<file path="config.mk">
export PLATFORM = sky130hd
export DESIGN_NAME = lfi_regs
export DESIGN_NICKNAME = d
export VERILOG_FILES = /design/src/design/lfi_pkg.sv /design/src/design/lfi_sync.sv /design/src/design/lfi_regs.sv
export SDC_FILE = /design/constraint.sdc
export NUM_CORES = 1
export LEC_CHECK = 0
export BUFFER_PORTS_ARGS = -buffer_cell sky130_fd_sc_hd__buf_2
export CORE_UTILIZATION = 55
export CTS_CLUSTER_SIZE = 28
export DETAILED_ROUTE_END_ITERATION = 16
export PLACE_DENSITY = 0.83
export REMOVE_ABC_BUFFERS = 1
export SYNTH_ARGS = -nofsm -noshare
export SYNTH_HDL_FRONTEND = slang
export SYNTH_SLANG_ARGS = --single-unit
export TNS_END_PERCENT = 30
</file>
<file path="constraint.sdc">
create_clock -name clk_sys_i -period 4.8 [get_ports clk_sys_i]
set_input_delay 1.44 -clock clk_sys_i [delete_from_list [all_inputs] [get_ports clk_sys_i]]
set_output_delay 1.44 -clock clk_sys_i [all_outputs]
set_load 0.03 [all_outputs]
</file>
<file path="src/design/lfi_pkg.sv">
// lfi_pkg: constants and carrier types for the led fault interrupt enable and
// supply fault status register block.
// assumes: one 100 MHz system clock; registers are reached through the
// register port of the serial bus slave that sits in front of this block.
package lfi_pkg;

    // register port geometry
    localparam int ADDR_W = 8;   // register offset width
    localparam int DATA_W = 16;  // register data width

    // register offsets
    localparam logic [ADDR_W-1:0] OFS_ENABLES = 8'h0c;  // led_fault_irq_enables
    localparam logic [ADDR_W-1:0] OFS_SUPPLY  = 8'h0e;  // supply_fault_flags

    // reset images
    localparam logic [DATA_W-1:0] ENABLES_RESET = 16'h00aa;
    localparam logic [DATA_W-1:0] SUPPLY_RESET  = 16'h0000;
    localparam logic [7:0]        RSVD_RESET    = 8'h00;

    // enable register layout: four 2-bit fields, index k at bits 2k+1:2k
    localparam int N_ENABLES  = 4;
    localparam int FIELD_W    = 2;
    localparam int EN_GLOBAL  = 3;   // bits 7-6
    localparam int EN_TIMEOUT = 2;   // bits 5-4, serial bus timeout
    localparam int EN_BADSTR  = 1;   // bits 3-2, bad string configuration
    localparam int EN_LEDFLT  = 0;   // bits 1-0, led open or short
    localparam int RSVD_LSB   = 8;   // reserved byte 15-8
    localparam int RSVD_MSB   = 15;
    localparam logic [N_ENABLES-1:0] EN_RESET = 4'hf;

    // enable field encodings
    localparam logic [FIELD_W-1:0] RD_OFF = 2'h0;  // reads while disabled
    localparam logic [FIELD_W-1:0] RD_ON  = 2'h2;  // reads while enabled
    localparam logic [FIELD_W-1:0] WR_OFF = 2'h1;  // write to disable
    localparam logic [FIELD_W-1:0] WR_ON  = 2'h3;  // write to enable

    // supply fault layout: fault k has status at 2k+1 and clear at 2k
    // k: 7 crc, 6 sync loss, 5 pump, 4 pump cap, 3 overcurrent,
    //    2 core undervoltage, 1 input overvoltage, 0 input undervoltage
    localparam int N_SUPPLY = 8;

    // one register request from the serial bus slave
    typedef struct packed {
        logic              wr;     // one-cycle write strobe
        logic              rd;     // one-cycle read strobe
        logic [ADDR_W-1:0] addr;   // register offset
        logic [DATA_W-1:0] wdata;  // write data
    } lfi_reg_req_t;

    // led-side fault levels, already latched by their detectors
    typedef struct packed {
        logic timeout;     // serial bus timeout
        logic bad_string;  // invalid string configuration
        logic led_fault;   // led open, internal short, short to ground
    } lfi_led_faults_t;

endpackage : lfi_pkg

</file>
<file path="src/design/lfi_sync.sv">
// lfi_sync: two-flop synchroniser for a vector of unrelated levels.
// assumes: each bit is an independent level from outside the clock domain;
// no bit is sampled before the second stage.
`timescale 1ns/10ps
module lfi_sync #(
    parameter int WIDTH = 8  // number of levels
) (
    // clock and reset
    input  wire logic             clk_sys_i,
    input  wire logic             sys_rst_i,
    input  wire logic             ce_i,
    // levels
    input  wire logic [WIDTH-1:0] async_i,
    output logic      [WIDTH-1:0] sync_o
);
    // an empty vector has nothing to carry; refused at elaboration
    if (WIDTH < 1) begin : g_bad_width
        $error("lfi_sync: WIDTH must be at least 1");
    end

    logic [WIDTH-1:0] stage1;       // metastable stage, read by stage2 only
    logic [WIDTH-1:0] stage2;       // settled stage
    logic [WIDTH-1:0] next_stage1;
    logic [WIDTH-1:0] next_stage2;

    // next values: shift only while the clock enable is high
    always_comb begin
        next_stage1 = ce_i ? async_i : stage1;
        next_stage2 = ce_i ? stage1  : stage2;
    end

    // registers
    always_ff @(posedge clk_sys_i or posedge sys_rst_i) begin
        if (sys_rst_i) begin
            stage1 <= '0;
            stage2 <= '0;
        end else begin
            stage1 <= next_stage1;
            stage2 <= next_stage2;
        end
    end

    assign sync_o = stage2;

endmodule : lfi_sync

</file>
<file path="src/design/lfi_regs.sv">
// lfi_regs: led fault interrupt enables, supply fault flags, interrupt output.
// assumes: register requests come from the serial bus slave on the same clock;
// supply fault levels come from analog detectors and are synchronised here.
`timescale 1ns/10ps
module lfi_regs #(
    parameter int NUM_SUPPLY = lfi_pkg::N_SUPPLY  // supply fault count
) (
    // clock, reset, enable
    input  wire logic                         clk_sys_i,
    input  wire logic                         sys_rst_i,
    input  wire logic                         ce_i,
    // register port from the serial bus slave
    input  wire lfi_pkg::lfi_reg_req_t        reg_req_i,
    output logic      [lfi_pkg::DATA_W-1:0]   reg_rdata_o,
    // fault inputs
    input  wire logic [NUM_SUPPLY-1:0]        supply_fault_i,
    input  wire lfi_pkg::lfi_led_faults_t     led_faults_i,
    // interrupt to the pin driver
    output logic                              irq_o
);
    import lfi_pkg::*;

    // the register layout holds exactly eight pairs in sixteen bits; refused at elaboration
    if (NUM_SUPPLY != N_SUPPLY) begin : g_bad_count
        $error("lfi_regs: NUM_SUPPLY must be 8");
    end

    // state
    logic [N_ENABLES-1:0]  en_q;          // enabled state per field
    logic [7:0]            rsvd_q;        // reserved byte, plain storage
    logic [NUM_SUPPLY-1:0] flag_q;        // latched supply faults
    logic [DATA_W-1:0]     rdata_q;       // read data register
    logic                  irq_q;         // interrupt level
    logic [N_ENABLES-1:0]  next_en;
    logic [7:0]            next_rsvd;
    logic [NUM_SUPPLY-1:0] next_flag;
    logic [DATA_W-1:0]     next_rdata;
    logic                  next_irq;

    // decoded accesses
    logic                  wr_en_reg;     // write to the enable register
    logic                  wr_sup_reg;    // write to the supply register
    logic [NUM_SUPPLY-1:0] fault_sync;    // synchronised fault levels
    logic [DATA_W-1:0]     en_image;      // enable register read image
    logic [DATA_W-1:0]     sup_image;     // supply register read image
    logic [NUM_SUPPLY-1:0] ack_hit;       // status and clear both written
    logic [N_ENABLES-1:0]  led_src;       // led-side faults per enable field
    logic                  led_pending;   // an enabled led-side fault

    // detector outputs are asynchronous to the register clock
    lfi_sync #(
        .WIDTH (NUM_SUPPLY)
    ) u_sync (
        .clk_sys_i (clk_sys_i),
        .sys_rst_i (sys_rst_i),
        .ce_i      (ce_i),
        .async_i   (supply_fault_i),
        .sync_o    (fault_sync)
    );

    // address decode; unmapped writes are dropped
    assign wr_en_reg  = reg_req_i.wr && (reg_req_i.addr == OFS_ENABLES);
    assign wr_sup_reg = reg_req_i.wr && (reg_req_i.addr == OFS_SUPPLY);

    // led-side faults lined up with their enable fields; global has none
    assign led_src = {1'b0, led_faults_i.timeout, led_faults_i.bad_string,
                      led_faults_i.led_fault};

    // per field: read image and write decode
    genvar k;
    generate
        for (k = 0; k < N_ENABLES; k++) begin : g_en
            // enabled field reads 2h, disabled reads 0h, never the written code
            assign en_image[FIELD_W*k +: FIELD_W] = en_q[k] ? RD_ON : RD_OFF;
            always_comb begin
                next_en[k] = en_q[k];
                // only 1h and 3h act; 0h and 2h leave the state alone
                if (ce_i && wr_en_reg) begin
                    if (reg_req_i.wdata[FIELD_W*k +: FIELD_W] == WR_OFF) begin
                        next_en[k] = 1'b0;
                    end else if (reg_req_i.wdata[FIELD_W*k +: FIELD_W] == WR_ON) begin
                        next_en[k] = 1'b1;
                    end
                end
            end
        end
    endgenerate
    assign en_image[RSVD_MSB:RSVD_LSB] = rsvd_q;

    // per supply fault: read image, acknowledge and latch
    generate
        for (k = 0; k < NUM_SUPPLY; k++) begin : g_sup
            assign sup_image[2*k+1] = flag_q[k];
            // clear bits do not store: they only qualify an acknowledge
            assign sup_image[2*k]   = 1'b0;
            assign ack_hit[k] = wr_sup_reg && reg_req_i.wdata[2*k+1]
                                && reg_req_i.wdata[2*k];
            always_comb begin
                next_flag[k] = flag_q[k];
                if (ce_i) begin
                    // a fault still present wins over the acknowledge
                    if (fault_sync[k]) begin
                        next_flag[k] = 1'b1;
                    end else if (ack_hit[k]) begin
                        next_flag[k] = 1'b0;
                    end
                end
            end
        end
    endgenerate

    // reserved byte keeps whatever was written
    always_comb begin
        next_rsvd = rsvd_q;
        if (ce_i && wr_en_reg) begin
            next_rsvd = reg_req_i.wdata[RSVD_MSB:RSVD_LSB];
        end
    end

    // read data: loaded on a read strobe, zero for an unmapped offset
    always_comb begin
        next_rdata = rdata_q;
        if (ce_i && reg_req_i.rd) begin
            unique case (reg_req_i.addr)
                OFS_ENABLES: next_rdata = en_image;
                OFS_SUPPLY:  next_rdata = sup_image;
                default:     next_rdata = '0;
            endcase
        end
    end

    // interrupt: supply faults have no field here, so they count as enabled;
    // the level drops with the flag it came from, clearing the pin too
    assign led_pending = |(led_src & en_q);
    always_comb begin
        next_irq = irq_q;
        if (ce_i) begin
            next_irq = en_q[EN_GLOBAL] && (led_pending || (|flag_q));
        end
    end

    // registers: enable and reserved reset values come from the package; flags, read data and interrupt reset to zero
    always_ff @(posedge clk_sys_i or posedge sys_rst_i) begin
        if (sys_rst_i) begin
            en_q    <= EN_RESET;
            rsvd_q  <= RSVD_RESET;
            flag_q  <= '0;
            rdata_q <= '0;
            irq_q   <= 1'b0;
        end else begin
            en_q    <= next_en;
            rsvd_q  <= next_rsvd;
            flag_q  <= next_flag;
            rdata_q <= next_rdata;
            irq_q   <= next_irq;
        end
    end

    assign reg_rdata_o = rdata_q;
    assign irq_o       = irq_q;
endmodule : lfi_regs

</file>
==> results of run 1 <==
## cells in the final DEF (no fill, tap or decap)
| cell type | count |
|---|---|
| buf_2 | 52 |
| dfrtp_1 | 45 |
| mux2_2 | 28 |
| nand2_1 | 17 |
| nand4_1 | 12 |
| a221o_1 | 8 |
| o31ai_1 | 8 |
| and2_1 | 7 |
| clkbuf_8 | 6 |
| a22o_1 | 4 |
| conb_1 | 4 |
| dfstp_2 | 4 |
| and2_0 | 2 |
| nand3_1 | 2 |
| nor4_1 | 2 |
| clkbuf_1 | 2 |
| or4_1 | 1 |
| and4bb_1 | 1 |
| nor3b_4 | 1 |
| nand4b_1 | 1 |
| nor3_4 | 1 |
| nor4_2 | 1 |
| inv_2 | 1 |
| a222oi_1 | 1 |
| nor2b_1 | 1 |
| a31o_2 | 1 |
## cells by family (layout without fill, tap and decap cells)
kind of cell    after synthesis  count (layout)  synth area share [%]
compound gates               22              22                 9.123
other cells                   1               4                0.1764
buf+inv                      14              61                 3.826
simple gates                 49              49                 14.13
flops                        49              49                 57.92
mux                          28              28                 14.83
## per-stage QoR
stage / cells / hold slack, ns / setup WS [ns] / util [%]
3_3_place_gp: 253 / 0.4539 / 1.526 / 64.52
6_report: 261 / 0.4767 / 1.762 / 66.96
2_1_floorplan: 153 / 0.4398 / 1.971 / -
5_1_grt: 261 / 0.5200 / 1.622 / 66.96
3_5_place_dp: 253 / 0.4578 / 1.451 / 64.52
4_1_cts: 261 / 0.4769 / 1.785 / 66.96
## worst max-delay path: stages
cell     delay [ns]
buf_2          0.52
nand2_1        0.49
nor3b_4        0.58
a221o_1        0.24
## cell type report
| type | count | area, um2 | area share (%) |
|---|---|---|---|
| repair buffers | 52 | 260.3 | 10.54 |
| clock buffers | 8 | 90.09 | 3.647 |
| flip-flops and latches | 49 | 1231 | 49.85 |
| inverters | 1 | 3.754 | 0.1520 |
| well taps | 48 | 60.06 | 2.432 |
| multi-input cells | 103 | 824.5 | 33.38 |
## power groups by stage
| stage | Sequential, mW | Clock (mW) | Combinational, mW |
|---|---|---|---|
| 2_1_floorplan | 0.448 | 0 | 0.0388 |
| 3_3_place_gp | 0.450 | 0 | 0.0677 |
| 3_5_place_dp | 0.451 | 0 | 0.0700 |
| 4_1_cts | 0.443 | 0.253 | 0.0703 |
| 5_1_grt | 0.446 | 0.274 | 0.0772 |
| 6_report | 0.443 | 0.250 | 0.0694 |
## metal layers
metal	vias up	global-route usage, %	wire (um)
li1	695	-	-
met1	755	31.90	1996
met2	65	36.04	1901
met3	3	7.857	278
met4	0	5.833	39
met5	-	0	0
## registers in the layout, summed over array words and instances, names as in the netlist
name / count
flag_q: 8
reg_rdata_o: 12
u_sync.sync_o: 8
en_q: 4
u_sync.stage1: 8
rsvd_q: 8
irq_o: 1
## worst paths after layout
check	end
worst min register to register	flag_q[2]$_DFFE_PP0P_
worst max register to register	irq_o$_DFFE_PP0P_
worst min-delay path	flag_q[2]$_DFFE_PP0P_
max in group asynchronous	u_sync.sync_o[6]$_DFFE_PP0P_
worst max-delay path	reg_rdata_o[1]$_DFFE_PP0P_
min in group asynchronous	flag_q[6]$_DFFE_PP0P_
==> out/results.ini, run 1 <==
[critical_path]
crit_path_start=ce_i
path_class=input port to flip-flop
crit_arrival_ns=3.29
rrSetupSlack_ns=3.54
crit_fanout=36
crit_required_ns=5.05
ff2ff_path_depth=3
r2r-start=en_q[0]$_DFFE_PP1P_
crit_path_end_kind=flip-flop
critPathLaunchType=input port

[clock_tree]
htreeDepth=2
path_clk_slew_ns=0.08
cts_buffers=5
clock_sinks=49
cts_resized=0
cts_root_buf=clkbuf_8
cts_setup_buffers=0
cts.path.max_buffers=2
worstSkewPairLatency_ns=0.31
cts_hold_buf=0
tritoncts=done

[die]
core_area_um2=3689
start_util_pct=57.63
die_y_um=64.17
dieArea_um2=4118
die_x_um=64.17
fp-row-count=22
pin_count=57

[layout]
nNetsFinal=252
n_antenna_cell=0
n_fill_cell=301
finalInstanceArea_um2=2470
drive_gt1_share_pct=44.60
area_delta_synth_final_pct=16.19

[route]
drt_iter0_markers=154
wl_um=4216
drcViolationCount=0
drt-pass1-iter-count=4
dr_total_vias=1518
wl_per_cell_um=16.15
viasPerCell=5.816
drt.antenna.violating_nets=0

[min_path]
worstHoldStart=u_sync.sync_o[2]$_DFFE_PP0P_
holdPathStages=2
hp-class=flip-flop to flip-flop

[timing]
setup_viol_count_final=0
tightest_slew_ns=0.9752
slew_violations=0
fmax_mhz=329.2
rsz0062_at_grt=no
final.setup.tns_ns=0
finalHoldViolCount=0
period_minus_slack_ns=3.038
post-route-period-util_pct=63.29
skew_ns=0.01155
slew_headroom_pct=34.89

[power_and_ir_drop]
vdd_drop_max_mv=0.2311
seqPwrFrac_pct=58.1
p_sw_share_pct=23.61
p_comb_share_pct=9.1
finalPower_uw=761.7
switchingPower_uw=179.9
p_leak_nw=1.166
p_per_area_nw_per_um2=308.4
intPower_uw=581.9
pwr-share-clk_pct=32.8

[logic_synthesis]
synthesis.area_um2=2126
synth_top_area_cell=dfrtp_1
synth_edf_count=0
synth.area.top_cells=dfrtp_1, mux2_2, dfstp_2, a221o_1, nand4_1
avgSynthCellArea_um2=13.04
synth_flop_cell=dfrtp_1
synth.distinct_cells=28
yosysSeqAreaShare_pct=57.92
ys_warn_count=0
synthArstFlopShare_pct=100.0
synth_common_cells=dfrtp_1, mux2_2, nand2_1
yosysMostFrequentCell=dfrtp_1
syn_inst=163
synth-seq-cells=49
yosys.area.top_type_share_pct=52.97

[outcome]
status=finished, final reports clean

[grt]
grt.total_usage_pct=23.36
grt_max_degree=50
grt_pass1_vias=1484
grt_overflow=0
antenna_found_initial=0
grt_pass1_wl_um=7065

[place]
placement.io_buffers=52
place.gp.congestion=0.7713
dpl.hpwl_um=2949
postPlaceCellArea_um2=2380

[job]
cap_violations=0

Note: power is estimated with default switching activity, not from simulation.
==> run 2, diff against run 1 <==
--- a/config.mk
+++ b/config.mk
@@ -5,11 +5,12 @@
 export SDC_FILE = /design/constraint.sdc
 export NUM_CORES = 1
 export LEC_CHECK = 0
+export ABC_AREA = 1
 export BUFFER_PORTS_ARGS = -buffer_cell sky130_fd_sc_hd__buf_2
-export CORE_UTILIZATION = 55
+export CORE_UTILIZATION = 53
 export CTS_CLUSTER_SIZE = 28
 export DETAILED_ROUTE_END_ITERATION = 16
-export PLACE_DENSITY = 0.83
+export PLACE_DENSITY = 0.79
 export REMOVE_ABC_BUFFERS = 1
 export SYNTH_ARGS = -nofsm -noshare
 export SYNTH_HDL_FRONTEND = slang
==> constraint.sdc (replaced) <==
create_clock -name clk_sys_i -period 2.89 [get_ports clk_sys_i]
set_input_delay 0.867 -clock clk_sys_i [delete_from_list [all_inputs] [get_ports clk_sys_i]]
set_output_delay 0.867 -clock clk_sys_i [all_outputs]
set_load 0.03 [all_outputs]
==> out/results.ini, run 2 <==
[logic_synthesis]
synthArstFlopShare_pct=100.0
ys_warn_count=0
synth_top_area_cell=dfrtp_1
synth_common_cells=nand2_1, dfrtp_1, nand3_1
syn_inst=301
synth-seq-cells=49
synth.distinct_cells=20
avgSynthCellArea_um2=7.736
yosysMostFrequentCell=nand2_1
synth_edf_count=0
yosys.area.top_type_share_pct=48.36
synth_flop_cell=dfrtp_1
yosysSeqAreaShare_pct=52.87
synthesis.area_um2=2328
synth.area.top_cells=dfrtp_1, nand2_1, dfstp_2, nand3_1, inv_1

[die]
die_y_um=68.28
dieArea_um2=4662
die_x_um=68.28
start_util_pct=56.58
core_area_um2=4115
fp-row-count=23
pin_count=57

[critical_path]
crit_path_start=reg_rdata_o[13]$_DFFE_PP0P_
r2r-start=flag_q[6]$_DFFE_PP0P_
crit_family=flip-flops
critPathLaunchType=flip-flop
crit_path_end_kind=primary output
slowest_delay_ns=0.39
crit_fanout=2
ff2ff_path_depth=4
path_buf_inv=1
path_class=flip-flop to primary output
rrSetupSlack_ns=1.83
critical_path.slowest_cell=dfrtp_1
crit_arrival_ns=0.86
cp.depth=1
crit_required_ns=2.02
r2r-end=irq_o$_DFFE_PP0P_
crit_chain=buf_2

[clock_tree]
cts_hold_buf=0
clock_sinks=49
cts_buffers=5
cts_root_buf=clkbuf_8
tritoncts=done
cts.path.max_buffers=2
worstSkewPairLatency_ns=0.30
path_clk_slew_ns=0.09
cts_resized=0
htreeDepth=2
cts_setup_buffers=0

[grt]
grt_max_degree=31
grt_overflow=0
antenna_found_initial=0
grt_pass1_wl_um=7058
grt.total_usage_pct=20.49
grt_pass1_vias=1671

[power_and_ir_drop]
p_leak_nw=1.555
p_per_area_nw_per_um2=500.0
vdd_drop_max_mv=0.2833

[timing]
fmax_mhz=577.6
final.setup.tns_ns=0
slew_violations=0
finalHoldViolCount=0
period_minus_slack_ns=1.731
post-route-period-util_pct=59.91
skew_ns=0.002947
setup_viol_count_final=0
fin_ws_ns=1.159
tightest_slew_ns=0.6153
slew_headroom_pct=58.92
rsz0062_at_grt=no

[layout]
nNetsFinal=391
n_fill_cell=353
fin_util_pct=65.70
n_antenna_cell=0
most-common-layout-cells=nand2_1, buf_2, dfrtp_1
largest_reg_flops=12
layout_commonest_cell=nand2_1
drive_gt1_share_pct=22.44
multi_input_area_um2=919.6
area_delta_synth_final_pct=16.12
regArea_um2=1231

[min_path]
hp-class=flip-flop to flip-flop
worstHoldStart=u_sync.stage1[3]$_DFFE_PP0P_
whs_endpoint=u_sync.sync_o[3]$_DFFE_PP0P_
holdPathStages=2

[route]
drcViolationCount=0
viasPerCell=4.823
wl_per_cell_um=10.97
drt-pass1-iter-count=4
drt_iter0_markers=160
drt.antenna.violating_nets=0
wl_um=4411
dr_total_vias=1939

[place]
placement.io_buffers=52
place.gp.congestion=0.7843
dpl.hpwl_um=3275
preCtsSetupSlack_ns=0.8524

[job]
cap_violations=0

[outcome]
status=finished, final reports clean

## run 2: worst max-delay path by stage
stage	slack (ns)	endpoint
after floorplan	0.86	flag_q[0]$_DFFE_PP0P_
after global placement	0.92	reg_rdata_o[8]$_DFFE_PP0P_
after detailed placement	0.85	reg_rdata_o[10]$_DFFE_PP0P_
after CTS	1.14	reg_rdata_o[10]
after global routing	1.05	reg_rdata_o[14]$_DFFE_PP0P_
final	1.16	reg_rdata_o[13]
## run 2: metal layers
metal / vias to the layer above / track usage [%] / routed length [um]
met5: - / 0 / 0
met4: 0 / 7.813 / 49
met3: 5 / 4.000 / 190
met2: 59 / 34.93 / 2149
met1: 859 / 25.40 / 2022
li1: 1016 / - / -
## run 2: stage by stage
step	hold WS (ns)	power [mW]	cells	cell area, um2
floorplan	0.4422	0.8074	289	2238
global placement	0.4530	0.8588	394	2584
detailed placement	0.4583	0.8631	394	2584
CTS	0.4769	1.362	402	2704
global route	0.4927	1.405	402	2704
finish	0.4752	1.352	402	2704
## run 2: cell type report
class / instances / area share (%)
tap: 50 / 2.314
clock inverter: 2 / 1.388
timing repair buffer: 55 / 10.46
clock buffer: 6 / 3.054
multi-input combinational: 217 / 34.01
sequential: 49 / 45.53
inverter: 23 / 3.239
## run 2: cell families after synthesis
logic type,after synthesis,synth area share (%)
compound gates,11,2.472
other cells,1,0.1610
simple gates,202,36.38
buf+inv,38,8.113
flops,49,52.87
## run 2: where the power goes
part           internal [mW]  switching [mW]  leakage [nW]  total [mW]
Combinational         0.0421          0.0800         0.897       0.122
Sequential             0.713          0.0132         0.601       0.726
Clock                  0.281           0.222        0.0574       0.504
Total                   1.04           0.316          1.56        1.35
